==> src/hw/stpi_pkg.sv <==
// Shared constants, types and layouts of the serial transmitter host input port
package stpi_pkg;

  // Level seen on a three-level strap pin (ground, supply, floating or mid-supply)
  typedef enum logic [1:0] {
    STPI_LVL_GND = 2'b00,
    STPI_LVL_VCC = 2'b01,
    STPI_LVL_MID = 2'b10
  } stpi_level_t;

  // One host byte as held in the input latch and the buffer
  typedef struct packed {
    logic is_cmd;      // Command byte instead of data
    logic [9:0] data;  // Data bits, unused upper bits zero
    logic [3:0] cmd;   // Command bits, unused upper bits zero
  } stpi_word_t;

  localparam int STPI_WORD_W = 15;

  // Register byte offsets on the bus
  localparam logic [3:0] STPI_REG_CTRL = 4'h0;
  localparam logic [3:0] STPI_REG_STATUS = 4'h4;
  localparam logic [3:0] STPI_REG_COUNT = 4'h8;

  // Control register layout and reset value
  localparam int STPI_CTRL_EN_BIT = 0;
  localparam logic [31:0] STPI_CTRL_RST = 32'h0000_0001;

  // Status register field positions
  localparam int STPI_ST_LATCH_BIT = 0;
  localparam int STPI_ST_FILL_LSB = 1;
  localparam int STPI_ST_LOCK_BIT = 3;
  localparam int STPI_ST_MODE_LSB = 4;
  localparam int STPI_ST_SPLIT_LSB = 6;
  localparam int STPI_ST_ACK_BIT = 8;

  // Timing: clock period and relock time after a PLL reset pulse
  localparam int STPI_MCLK_PERIOD_PS = 5000;
  localparam int STPI_LOCK_TIME_NS = 1000;
  localparam int STPI_LOCK_CYC =
    (STPI_LOCK_TIME_NS * 1000 + STPI_MCLK_PERIOD_PS - 1) / STPI_MCLK_PERIOD_PS;
  localparam int STPI_BIT_CYC = 4;

  // Serial symbol lengths per byte for the three width splits
  localparam logic [3:0] STPI_LEN_8 = 4'h0a;
  localparam logic [3:0] STPI_LEN_9 = 4'h0b;
  localparam logic [3:0] STPI_LEN_10 = 4'h0c;

  // Reserved group codes: sync pair and command marker, none a data code
  localparam logic [4:0] STPI_SYNC5_HI = 5'h18;
  localparam logic [4:0] STPI_SYNC5_LO = 5'h11;
  localparam logic [4:0] STPI_CMD5_MARK = 5'h07;
  localparam logic [5:0] STPI_SYNC6_HI = 6'h3f;
  localparam logic [5:0] STPI_SYNC6_LO = 6'h00;
  localparam logic [5:0] STPI_CMD6_MARK = 6'h1e;

endpackage

==> src/hw/stpi_buffer.sv <==
// Small valid/ready buffer between the host input latch and the encoder
`timescale 1ns/1ps
`default_nettype none
module stpi_buffer #(
  parameter int WIDTH = 15,
  parameter int DEPTH = 2
) (
  input wire logic mclk,
  input wire logic rst_b,
  input wire logic in_valid,
  output logic in_ready,
  input wire logic [WIDTH-1:0] in_data,
  output logic out_valid,
  input wire logic out_ready,
  output logic [WIDTH-1:0] out_data,
  output logic [1:0] fill
);

  localparam int AW = (DEPTH > 1) ? $clog2(DEPTH) : 1;

  logic [WIDTH-1:0] mem [DEPTH];  // Entry storage
  logic [AW-1:0] wr_ptr;          // Next slot to write
  logic [AW-1:0] rd_ptr;          // Oldest slot
  logic [AW:0] count;             // Entries held
  logic push;
  logic pop;

  assign in_ready = (count != (AW+1)'(DEPTH));
  assign out_valid = (count != '0);
  assign out_data = mem[rd_ptr];
  assign push = in_valid && in_ready;
  assign pop = out_valid && out_ready;
  assign fill = 2'(count);

  // Storage write
  always_ff @(posedge mclk) begin
    if (push) begin
      mem[wr_ptr] <= in_data;
    end
  end

  // Pointers and occupancy
  always_ff @(posedge mclk or negedge rst_b) begin
    if (!rst_b) begin
      wr_ptr <= '0;
      rd_ptr <= '0;
      count <= '0;
    end else begin
      if (push) begin
        wr_ptr <= (wr_ptr == AW'(DEPTH - 1)) ? '0 : wr_ptr + AW'(1);
      end
      if (pop) begin
        rd_ptr <= (rd_ptr == AW'(DEPTH - 1)) ? '0 : rd_ptr + AW'(1);
      end
      count <= count + (AW+1)'(push) - (AW+1)'(pop);
    end
  end

endmodule
`default_nettype wire

==> src/hw/stpi_port.sv <==
// Host parallel input port, encoder and serializer of the serial link transmitter
// Behaviour
// - Acknowledge high only when byte accepted
// - Empty latch: store at once, quick acknowledge
// - Full latch: acknowledge waits for clock fall
// - Any command bit set sends command
// - Split select gives 8/4, 9/3, 10/2
// - Local mode drives free-running byte clock
// - Test modes take clock pin as input
// - Reset pin low restarts PLL lock
// - Group-code bytes, NRZI on the line in local mode
// - Inputs captured at strobe rise, or at clock fall if latch full
// - Mode select picks local or tests
`timescale 1ns/1ps
`default_nettype none
module stpi_port #(
  parameter int BIT_CYC = stpi_pkg::STPI_BIT_CYC,
  parameter int LOCK_CYC = stpi_pkg::STPI_LOCK_CYC
) (
  input wire logic mclk,
  input wire logic rst_b,
  // Host side
  input wire logic host_load_strobe,
  input wire logic [7:0] data_in_low,
  input wire logic [1:0] command_in_low,
  input wire logic shared_bit_eight,
  input wire logic shared_bit_nine,
  output logic host_ack,
  // Straps
  input wire logic [1:0] width_split_select,
  input wire logic [1:0] test_or_normal_select,
  // Byte clock pin, two-way
  input wire logic clk_pin_in,
  output logic clk_pin_out,
  output logic clk_pin_oe,
  // PLL reset pin, open drain with pull-up
  input wire logic pll_reset_in,
  output logic pll_reset_out,
  output logic pll_reset_oe,
  // Serial line
  output logic serial_out,
  // Avalon-MM slave
  input wire logic [3:0] avs_address,
  input wire logic avs_read,
  input wire logic avs_write,
  input wire logic [31:0] avs_writedata,
  input wire logic [3:0] avs_byteenable,
  output logic [31:0] avs_readdata,
  output logic avs_waitrequest
);

  // 4-bit to 5-bit group code
  function automatic logic [4:0] enc5(input logic [3:0] n);
    case (n)
      4'h0: enc5 = 5'h1e;
      4'h1: enc5 = 5'h09;
      4'h2: enc5 = 5'h14;
      4'h3: enc5 = 5'h15;
      4'h4: enc5 = 5'h0a;
      4'h5: enc5 = 5'h0b;
      4'h6: enc5 = 5'h0e;
      4'h7: enc5 = 5'h0f;
      4'h8: enc5 = 5'h12;
      4'h9: enc5 = 5'h13;
      4'ha: enc5 = 5'h16;
      4'hb: enc5 = 5'h17;
      4'hc: enc5 = 5'h1a;
      4'hd: enc5 = 5'h1b;
      4'he: enc5 = 5'h1c;
      default: enc5 = 5'h1d;
    endcase
  endfunction

  // 5-bit to 6-bit group code; first bit always differs from last
  function automatic logic [5:0] enc6(input logic [4:0] n);
    enc6 = {~n[0], n};
  endfunction

  // Symbol bits per byte for a width split
  function automatic logic [3:0] byte_len(input logic [1:0] split);
    case (split)
      stpi_pkg::STPI_LVL_GND: byte_len = stpi_pkg::STPI_LEN_8;
      stpi_pkg::STPI_LVL_VCC: byte_len = stpi_pkg::STPI_LEN_9;
      default: byte_len = stpi_pkg::STPI_LEN_10;
    endcase
  endfunction

  // Encode a word (or sync when idle) into left-aligned 12 code bits
  function automatic logic [11:0] encode(input stpi_pkg::stpi_word_t w,
                                         input logic idle, input logic [1:0] split);
    logic [11:0] c;
    c = '0;
    case (split)
      stpi_pkg::STPI_LVL_GND: begin
        if (idle) c = {stpi_pkg::STPI_SYNC5_HI, stpi_pkg::STPI_SYNC5_LO, 2'b00};
        else if (w.is_cmd) c = {stpi_pkg::STPI_CMD5_MARK, enc5(w.cmd), 2'b00};
        else c = {enc5(w.data[7:4]), enc5(w.data[3:0]), 2'b00};
      end
      stpi_pkg::STPI_LVL_VCC: begin
        if (idle) c = {enc6(5'h00), stpi_pkg::STPI_SYNC5_LO, 1'b0};
        else if (w.is_cmd) c = {enc6(5'h1f), enc5(w.cmd), 1'b0};
        else c = {enc6(w.data[8:4]), enc5(w.data[3:0]), 1'b0};
      end
      default: begin
        if (idle) c = {stpi_pkg::STPI_SYNC6_HI, stpi_pkg::STPI_SYNC6_LO};
        else if (w.is_cmd) c = {stpi_pkg::STPI_CMD6_MARK, enc6({1'b0, w.cmd})};
        else c = {enc6(w.data[9:5]), enc6(w.data[4:0])};
      end
    endcase
    encode = c;
  endfunction

  localparam int DW = (BIT_CYC > 1) ? $clog2(BIT_CYC) : 1;
  localparam int LW = $clog2(LOCK_CYC + 1);

  // Host side state
  logic strobe_q;                  // Strobe one cycle ago
  logic pending;                   // Strobe seen while latch was full
  logic latch_full;                // Input latch holds a byte
  stpi_pkg::stpi_word_t latch;     // Input latch
  stpi_pkg::stpi_word_t host_word; // Present inputs as a word
  logic strobe_rise;
  logic capture;

  // Encoder side state
  logic [31:0] ctrl;               // Control register
  logic [15:0] sent_count;         // Host bytes sent on the line
  logic [LW-1:0] lock_cnt;         // Relock countdown
  logic locked;
  logic [DW-1:0] div_cnt;          // Bit period divider
  logic [3:0] bit_cnt;             // Bit within byte
  logic [11:0] shifter;            // Code bits, MSB first
  logic clk_in_q;                  // Clock pin one cycle ago
  logic bit_tick;
  logic byte_edge;
  logic [3:0] len;
  logic local_mode;
  logic test1;
  logic test2;
  logic bus_ack;                   // Bus answer cycle

  // Buffer wiring
  localparam int STPI_WORD_W_L = stpi_pkg::STPI_WORD_W;
  logic buf_in_ready;
  logic buf_out_valid;
  logic [STPI_WORD_W_L-1:0] buf_out_data;
  logic [1:0] buf_fill;
  logic take;
  stpi_pkg::stpi_word_t buf_word;

  assign local_mode = (test_or_normal_select == stpi_pkg::STPI_LVL_GND);
  assign test1 = (test_or_normal_select == stpi_pkg::STPI_LVL_VCC);
  assign test2 = !local_mode && !test1;
  assign len = byte_len(width_split_select);
  assign buf_word = stpi_pkg::stpi_word_t'(buf_out_data);

  // Map the pins to data and command by the width split
  always_comb begin
    host_word = '0;
    host_word.data[7:0] = data_in_low;
    case (width_split_select)
      stpi_pkg::STPI_LVL_GND: begin
        host_word.cmd = {shared_bit_eight, shared_bit_nine, command_in_low};
      end
      stpi_pkg::STPI_LVL_VCC: begin
        host_word.data[8] = shared_bit_eight;
        host_word.cmd[2:0] = {shared_bit_nine, command_in_low};
      end
      default: begin
        host_word.data[9:8] = {shared_bit_nine, shared_bit_eight};
        host_word.cmd[1:0] = command_in_low;
      end
    endcase
    host_word.is_cmd = (host_word.cmd != 4'h0);
    if (host_word.is_cmd) begin
      host_word.data = '0;
    end
  end

  // Bit and byte timing by mode
  always_comb begin
    if (test2) begin
      bit_tick = clk_pin_in && !clk_in_q;
    end else begin
      bit_tick = locked && (div_cnt == DW'(BIT_CYC - 1));
    end
    if (test1) begin
      byte_edge = clk_in_q && !clk_pin_in;
    end else begin
      byte_edge = bit_tick && (bit_cnt == len - 4'h1);
    end
  end

  assign strobe_rise = host_load_strobe && !strobe_q;
  // Latch empty or emptied this cycle at the clock fall
  assign capture = host_load_strobe && (strobe_rise || pending) &&
                   (!latch_full || (byte_edge && buf_in_ready));
  assign take = byte_edge && ctrl[stpi_pkg::STPI_CTRL_EN_BIT] && buf_out_valid;

  // Strobe edge history and clock pin history
  always_ff @(posedge mclk or negedge rst_b) begin
    if (!rst_b) begin
      strobe_q <= 1'b0;
      clk_in_q <= 1'b0;
    end else begin
      strobe_q <= host_load_strobe;
      clk_in_q <= clk_pin_in;
    end
  end

  // Input latch and acknowledge handshake
  always_ff @(posedge mclk or negedge rst_b) begin
    if (!rst_b) begin
      latch <= '0;
      latch_full <= 1'b0;
      pending <= 1'b0;
      host_ack <= 1'b0;
    end else begin
      if (capture) begin
        latch <= host_word;
        latch_full <= 1'b1;
      end else if (byte_edge && buf_in_ready) begin
        latch_full <= 1'b0;
      end
      if (!host_load_strobe || capture) begin
        pending <= 1'b0;
      end else if (strobe_rise) begin
        pending <= 1'b1;
      end
      if (!host_load_strobe) begin
        host_ack <= 1'b0;
      end else if (capture) begin
        host_ack <= 1'b1;
      end
    end
  end

  // Relock after a low pulse on the PLL reset pin
  always_ff @(posedge mclk or negedge rst_b) begin
    if (!rst_b) begin
      lock_cnt <= LW'(LOCK_CYC);
      locked <= 1'b0;
    end else if (!pll_reset_in) begin
      lock_cnt <= LW'(LOCK_CYC);
      locked <= 1'b0;
    end else if (lock_cnt != '0) begin
      lock_cnt <= lock_cnt - LW'(1);
    end else begin
      locked <= 1'b1;
    end
  end

  // Bit divider and bit counter
  always_ff @(posedge mclk or negedge rst_b) begin
    if (!rst_b) begin
      div_cnt <= '0;
      bit_cnt <= '0;
    end else begin
      if (!locked || bit_tick) begin
        div_cnt <= '0;
      end else begin
        div_cnt <= div_cnt + DW'(1);
      end
      if (!locked && !test2) begin
        bit_cnt <= '0;
      end else if (byte_edge) begin
        bit_cnt <= '0;
      end else if (bit_tick && bit_cnt != len) begin
        bit_cnt <= bit_cnt + 4'h1;
      end
    end
  end

  // Shifter, line coding and sent counter
  always_ff @(posedge mclk or negedge rst_b) begin
    if (!rst_b) begin
      shifter <= '0;
      serial_out <= 1'b0;
      sent_count <= '0;
    end else begin
      if (bit_tick) begin
        if (local_mode) begin
          serial_out <= serial_out ^ shifter[11];
        end else begin
          serial_out <= shifter[11];
        end
      end
      if (byte_edge) begin
        shifter <= encode(buf_word, !take, width_split_select);
      end else if (bit_tick) begin
        shifter <= {shifter[10:0], 1'b0};
      end
      if (take) begin
        sent_count <= sent_count + 16'h0001;
      end
    end
  end

  // Byte clock pin: driven only in local mode, falls at each byte boundary
  always_ff @(posedge mclk or negedge rst_b) begin
    if (!rst_b) begin
      clk_pin_out <= 1'b0;
      clk_pin_oe <= 1'b0;
      pll_reset_out <= 1'b0;
      pll_reset_oe <= 1'b0;
    end else begin
      clk_pin_oe <= local_mode;
      if (byte_edge) begin
        clk_pin_out <= 1'b0;
      end else if (bit_tick && bit_cnt == {1'b0, len[3:1]} - 4'h1) begin
        clk_pin_out <= 1'b1;
      end
      pll_reset_out <= 1'b0;
      pll_reset_oe <= 1'b0;
    end
  end

  // Two-entry buffer between the input latch and the encoder
  stpi_buffer #(
    .WIDTH(STPI_WORD_W_L),
    .DEPTH(2)
  ) u_buffer (
    .mclk(mclk),
    .rst_b(rst_b),
    .in_valid(latch_full && byte_edge),
    .in_ready(buf_in_ready),
    .in_data(latch),
    .out_valid(buf_out_valid),
    .out_ready(take),
    .out_data(buf_out_data),
    .fill(buf_fill)
  );

  // Bus slave: one wait cycle, then the answer cycle
  always_ff @(posedge mclk or negedge rst_b) begin
    if (!rst_b) begin
      bus_ack <= 1'b0;
      avs_waitrequest <= 1'b1;
      avs_readdata <= '0;
    end else begin
      if (bus_ack) begin
        bus_ack <= 1'b0;
        avs_waitrequest <= 1'b1;
      end else if (avs_read || avs_write) begin
        bus_ack <= 1'b1;
        avs_waitrequest <= 1'b0;
        avs_readdata <= '0;
        if (avs_read) begin
          case (avs_address)
            stpi_pkg::STPI_REG_CTRL: avs_readdata <= ctrl;
            stpi_pkg::STPI_REG_STATUS: begin
              avs_readdata[stpi_pkg::STPI_ST_LATCH_BIT] <= latch_full;
              avs_readdata[stpi_pkg::STPI_ST_FILL_LSB +: 2] <= buf_fill;
              avs_readdata[stpi_pkg::STPI_ST_LOCK_BIT] <= locked;
              avs_readdata[stpi_pkg::STPI_ST_MODE_LSB +: 2] <= test_or_normal_select;
              avs_readdata[stpi_pkg::STPI_ST_SPLIT_LSB +: 2] <= width_split_select;
              avs_readdata[stpi_pkg::STPI_ST_ACK_BIT] <= host_ack;
            end
            stpi_pkg::STPI_REG_COUNT: avs_readdata <= {16'h0000, sent_count};
            default: avs_readdata <= '0;
          endcase
        end
      end
    end
  end

  // Control register write on the answer cycle
  always_ff @(posedge mclk or negedge rst_b) begin
    if (!rst_b) begin
      ctrl <= stpi_pkg::STPI_CTRL_RST;
    end else if (bus_ack && avs_write && avs_address == stpi_pkg::STPI_REG_CTRL) begin
      for (int i = 0; i < 4; i++) begin
        if (avs_byteenable[i]) begin
          ctrl[i*8 +: 8] <= (i == 0) ? {7'h00, avs_writedata[0]} : 8'h00;
        end
      end
    end
  end

endmodule
`default_nettype wire

==> config.mk <==
export PLATFORM = sky130hd
export DESIGN_NAME = stpi_port
export DESIGN_NICKNAME = d
export VERILOG_FILES = /design/src/hw/stpi_pkg.sv /design/src/hw/stpi_buffer.sv /design/src/hw/stpi_port.sv
export SDC_FILE = /design/constraint.sdc
export NUM_CORES = 1
export LEC_CHECK = 0
export BUFFER_PORTS_ARGS = -buffer_cell sky130_fd_sc_hd__buf_2
export CAP_MARGIN = 20
export CORE_ASPECT_RATIO = 2
export CORE_MARGIN = 2
export CORE_UTILIZATION = 45
export DETAILED_ROUTE_END_ITERATION = 12
export PLACE_DENSITY = 0.66
export SYNTH_ARGS = -nofsm -noshare
export SYNTH_HDL_FRONTEND = slang
export SYNTH_SLANG_ARGS = --single-unit
==> constraint.sdc <==
create_clock -name mclk -period 3.48 [get_ports mclk]
set_input_delay 0.696 -clock mclk [delete_from_list [all_inputs] [get_ports mclk]]
set_output_delay 0.696 -clock mclk [all_outputs]
set_load 0.01 [all_outputs]
---- After elaboration in Yosys (flattened, before gate mapping) ----
Memory sizes are Yosys's and may differ from the RTL's.
Cells that the tools add are included.
word-level totals
  memories ................................ 6
  input bits .............................. 63
  word-level logic and storage cells ...... 151
  ROM bits ................................ 400
  bits in writable memories ............... 30
  register bits after elaboration ......... 105
memory list
  memory           depth  width  rd ports  clocked after memory_dff  write ports  line               source
  (no name shown)  16     5      1         0                         0            stpi_port.sv:54    case (n)
  (no name shown)  16     5      1         0                         0            stpi_port.sv:54
  (no name shown)  16     5      1         0                         0            stpi_port.sv:54
  (no name shown)  16     5      1         0                         0            stpi_port.sv:54
  (no name shown)  16     5      1         0                         0            stpi_port.sv:54
  u_buffer.mem     2      15     1         0                         1            stpi_buffer.sv:21  logic [WIDTH-1:0] mem [DEPTH];
operators by class
  equality and inequality tests ........... 12
  add/sub/neg operators ................... 10
  bitwise logic cells ..................... 6
  reductions and logical operators ........ 48
  mux-type cells .......................... 45
operators by type and width
  cell                                              count
  2-to-1 mux 12 bit                                 8
  one-hot mux 9 bit (3 select lines)                1
  2-to-1 mux 1 bit                                  25
  one-hot mux 12 bit (2 select lines)               1
  logical AND 1 bit                                 19
  adder 16 x 1 -> 16 bit, second input constant     1
  2-to-1 mux 16 bit                                 1
  2-to-1 mux 8 bit                                  2
  2-to-1 mux 4 bit                                  3
  nonzero test 2 bit                                6
  2-to-1 mux 10 bit                                 1
  logical NOT 1 bit                                 9
  == test 4 bit                                     2
  nonzero test 8 bit                                1
  subtractor 8 x 1 -> 8 bit, second input constant  1
  2-to-1 mux 7 bit                                  1
  one-hot mux 3 bit (2 select lines)                1
  logical OR 1 bit                                  5
  NOT 1 bit                                         5
  adder 4 x 1 -> 4 bit, second input constant       1
  == test 2 x 1 -> 1 bit, second input constant     2
  == test 4 x 3 -> 1 bit, second input constant     1
  == test 4 bit, second input constant              1
  logical NOT 2 bit                                 2
  17 further kinds                                  21

---- Logic depth before layout (Yosys ltp) ----
  word-level depth ........................ 11
  depth in mapped cells ................... 11
  depth with buffers taken out ............ 10

---- By module ----
From an unflattened synthesis, not the netlist that was laid out.
unflattened totals
  cells, all modules ...................... 538
  area, all modules ....................... 5901.9 µm²
by module, submodules not included
  module       area an instance (µm²)  instances  seq. area each (µm²)  cells an instance
  stpi_port    4596.9                  1          2133.3                469
  stpi_buffer  1305.0                  1          1001.0                69

---- Worst setup path before layout ----
No wires, ideal clock.
  path type ............................... input port to flip-flop
  from .................................... input width_split_select[1]
  to ...................................... memory u_buffer.mem[0][0], enable pin
  slack ................................... 0.394 ns
  library setup time ...................... 0.388 ns
  buffers on the path ..................... 2
  stages .................................. 8
  arrival ................................. 2.698 ns
  cell sequence ........................... buf_2 nand2b_1 nor3b_1 o211ai_2 and2_4 buf_6 nor3b_4 nor2b_1
on the way
  longest elaborated chain between the ends .. 10
ends and longest elaborated chain
  item                                                                line               source
  start, declared                                                     stpi_port.sv:30    input wire logic [1:0] width_split_select,
  == test 2 x 1 -> 1 bit / logical NOT 2 bit (equally long branches)  stpi_port.sv:81    case (split)
  one-hot mux 3 bit (2 select lines) *                                stpi_port.sv:81
  subtractor 4 x 1 -> 4 bit *                                         stpi_port.sv:190   byte_edge = bit_tick && (bit_cnt == len - 4'h1);
  == test 4 bit *                                                     stpi_port.sv:190
  logical AND 1 bit *                                                 stpi_port.sv:190
  2-to-1 mux 1 bit *                                                  stpi_port.sv:187   if (test1) begin
  logical AND 1 bit *                                                 stpi_port.sv:325   .in_valid(latch_full && byte_edge),
  logical AND 1 bit *                                                 stpi_buffer.sv:31  assign push = in_valid && in_ready;
  net u_buffer.push                                                   stpi_buffer.sv:25  logic push;
  2-to-1 mux 1 bit *                                                  stpi_buffer.sv:37  if (push) begin
  2-to-1 mux 1 bit (implied by the code) *                            stpi_buffer.sv:38  mem[wr_ptr] <= in_data;
  end, declared                                                       stpi_buffer.sv:21
The timed path passes the listed nets; every way through them passes the cells marked *.

---- Worst setup path after layout ----
  from .................................... register u_buffer.rd_ptr
  to ...................................... register shifter[5]
on the way
  longest elaborated chain between the ends .. 6
ends and longest elaborated chain
  item                                                     line                                                 source
  start, declared                                          stpi_buffer.sv:23                                    logic [AW-1:0] rd_ptr;
  start signal, assigned                                   stpi_buffer.sv:53                                    rd_ptr <= (rd_ptr == AW'(DEPTH - 1)) ? '0 : rd_ptr + AW'(1);
  memory (2 x 15 bit) *                                    --
  memory (16 x 5 bit) / NOT 1 bit (equally long branches)  --
  2-to-1 mux 12 bit (on tied branches)                     stpi_port.sv:101, stpi_port.sv:96, stpi_port.sv:106
  2-to-1 mux 12 bit (on tied branches)                     stpi_port.sv:100, stpi_port.sv:95, stpi_port.sv:105
  one-hot mux 12 bit (2 select lines) *                    stpi_port.sv:93                                      case (split)
  2-to-1 mux 12 bit *                                      stpi_port.sv:288                                     if (byte_edge) begin
  end signal, assigned                                     stpi_port.sv:289                                     shifter <= encode(buf_word, !take, width_split_select);
  end signal, assigned                                     stpi_port.sv:291                                     shifter <= {shifter[10:0], 1'b0};
  end, declared                                            stpi_port.sv:132                                     logic [11:0] shifter;
Every way passes the cells marked *; elsewhere a longest branch is shown, timed or not.
A chain may end at the register's enable or synchronous reset.

==> impl_metrics.env <==
export IMPL_clk_pin_slew_ns=0.05
export IMPL_dieHeight_um=165
export IMPL_start_util_pct=45.6
export IMPL_arrival_ns=2.93
export IMPL_seq_area_frac_synth_pct=53.5
export IMPL_timing_critical_path_cells="nand2_1 -> o22a_1 -> a211oi_1 -> o21ai_0 -> a221oi_1 -> a31oi_1"
export IMPL_grt_pass1_wl_um=20500
export IMPL_ir_worst_vdd_mv=0.475
export IMPL_ys_types=64
export IMPL_maxCapViolations=0
export IMPL_netlist_top_cells_count="dfrtp_1 (84), nand2_1 (65), edfxtp_1 (30)"
export IMPL_drtIter0Drc=257
export IMPL_synth_ff_type="dfrtp_1"
export IMPL_p_leak_nw=2.96
export IMPL_ant_nets=0
export IMPL_startpoint_type="register"
export IMPL_die_w_um=84.7
export IMPL_outcome="finished, final reports clean"
export IMPL_drive_above_1_share_pct=19.1
export IMPL_antenna_found_initial=0
export IMPL_finalHoldViolCount=0
export IMPL_ys_async_sr_fraction_pct=74.8
export IMPL_yosysMostFrequentCell="dfrtp_1"
export IMPL_cts_sinks=119
export IMPL_setup_tns_ns=0
export IMPL_wl_um=12200
export IMPL_port_buffers=49
export IMPL_hold_buffers=0
export IMPL_min_path_type="in2async"
export IMPL_crit_family="compound AO/OA/AOI/OAI gates"
export IMPL_max_stage_delay_ns=0.99
export IMPL_setup_viol=0
export IMPL_gp_congestion=0.899
export IMPL_slew_headroom_pct=33.6
export IMPL_yosys_warnings=0
export IMPL_tightest_slew_ns=0.997
export IMPL_area_delta_synth_final_pct=15.2
export IMPL_synthTopCellsByArea="dfrtp_1 (36%), edfxtp_1 (15%), nand2_1 (4.2%)"
export IMPL_diodes=0
export IMPL_synthCells=549
export IMPL_die_area_um2=14000
export IMPL_cts_buffer_depth=2
export IMPL_ys_ff_latch=119
export IMPL_cp_max_fo=31
export IMPL_nets=668
export IMPL_clock_skew_ns=0.0110
export IMPL_cpMaxStageDelayCell="dfrtp_1"
export IMPL_critical_path_class="reg2reg"
export IMPL_clk_latency_ns=0.41
export IMPL_cts_setup_buffers=0
export IMPL_fmax_mhz=377
export IMPL_fin_crit_ns=2.65
export IMPL_gr_total_overflow=0
export IMPL_cts_root_buf="clkbuf_16"
export IMPL_routedWlPerCell_um=16.0
export IMPL_rsz0062_at_grt="no"
export IMPL_yosysTopAreaCell="dfrtp_1"
export IMPL_yosysTopAreaCellShare_pct=35.9
export IMPL_endpoint_kind="register"
export IMPL_dp_hpwl_um=8620
export IMPL_critPathBufInv=0
export IMPL_cellPowerDensity_nw_per_um2=587
export IMPL_min_period_over_period_pct=76.2
export IMPL_std_cell_rows=59
export IMPL_first_pass_iters=5
export IMPL_grt_pass1_vias=4126
export IMPL_grt_max_degree=41
export IMPL_io_pins=102
export IMPL_cts_resized_gates=0
export IMPL_synth_edf_count=30
export IMPL_h_tree_depth=4
export IMPL_num_vias=4204
export IMPL_syn_area_um2=5860
export IMPL_required_ns=3.75
export IMPL_slew_viol_final=0
export IMPL_whs_ns=0.268
export IMPL_cts_tree="yes"
export IMPL_core_area_um2=12800
export IMPL_track_usage_pct=18.5
export IMPL_synth_avg_cell_area_um2=10.7
export IMPL_viasPerCell=5.51
export IMPL_drc=0
export IMPL_numCtsBuffers=17
worst paths after layout:
path,start,to,slack (ns),depth (start not counted)
worst max-delay path,u_buffer.rd_ptr$_DFFE_PN0P_,shifter[5]$_DFFE_PN0P_,0.83,6
worst min-delay path,rst_b,shifter[3]$_DFFE_PN0P_,0.27,1
worst max register to register,u_buffer.rd_ptr$_DFFE_PN0P_,shifter[5]$_DFFE_PN0P_,0.83,6
worst min register to register,div_cnt[0]$_DFF_PN0_,div_cnt[0]$_DFF_PN0_,0.44,1
max in group asynchronous,rst_b,avs_waitrequest$_DFFE_PN1P_,2.45,2
min in group mclk,host_load_strobe,strobe_q$_DFF_PN0_,0.42,1
per-stage QoR:
stage | cells | total power, mW | utilization, % | setup slack (ns) | cell area, um^2
floorplan | 566 | 2.13 | - | 0.394 | 5920
global placement | 731 | 2.26 | 48.0 | 0.513 | 6170
detailed placement | 731 | 2.28 | 48.0 | 0.476 | 6170
CTS | 763 | 4.00 | 52.5 | 0.872 | 6750
global route | 763 | 4.14 | 52.5 | 0.576 | 6750
finish | 763 | 3.96 | 52.5 | 0.830 | 6750
cell families (layout without fill, tap and decap cells):
group / Yosys count / in the layout / synth area share [%]
XOR/XNOR: 28 / 28 / 4.19
multiplexers: 16 / 16 / 2.93
other: 1 / 18 / 0.0640
buffers and inverters: 56 / 101 / 5.23
flip-flops: 119 / 119 / 53.5
AND/OR/NAND/NOR: 190 / 190 / 16.8
AO/OA/AOI/OAI: 132 / 132 / 15.8
adder cells (fa/ha/maj): 7 / 7 / 1.50
flip-flops by register name, summed over array words and instances, names as in the netlist, 2 cells and up:
name,cells
avs_readdata,16
bit_cnt,4
div_cnt,2
latch,15
lock_cnt,8
sent_count,16
shifter,12
u_buffer.fill,2
u_buffer.mem,30
where the power goes:
part / switching, mW / leakage [nW] / internal, mW / total, mW
Clock: 0.655 / 0.283 / 1.05 / 1.71
Combinational: 0.288 / 1.23 / 0.215 / 0.504
Sequential: 0.150 / 1.45 / 1.60 / 1.75
Total: 1.09 / 2.96 / 2.87 / 3.96
layer usage:
layer	global-route usage, %	vias up	routed length [um]	part of all wire [%]
met5	0	-	0	0
met4	6.06	0	161	1.3
met3	3.78	13	361	3.0
met2	31.1	75	6260	51
met1	23.8	2049	5410	44
li1	-	2067	-	-
layout by cell type, fill, tap and decap left out, drive strengths merged, types with 5 or more instances in the layout:
cell / instances
xnor2: 14
o21a: 6
a22o: 26
and3: 7
clkinv: 5
o21ai: 29
nor2b: 13
nor3b: 6
ha: 7
and2: 7
mux2: 9
nor3: 15
a21oi: 21
xor2: 14
inv: 14
conb: 18
mux2i: 7
buf: 59
o22ai: 9
a31oi: 9
nand3: 19
nand2: 65
nand4: 11
clkbuf: 20
a211oi: 7
nor2: 27
edfxtp: 30
dfstp: 5
dfrtp: 84
final cells by class:
type                       instances  area, um^2
clock inverter                    12         115
tap                              152         190
timing repair buffer              59         323
multi-input combinational        391        2480
sequential                       119        3130
fill                            1182        6100
clock buffer                      20         468
inverter                          10        37.5
(Power assumes the default switching activity.)
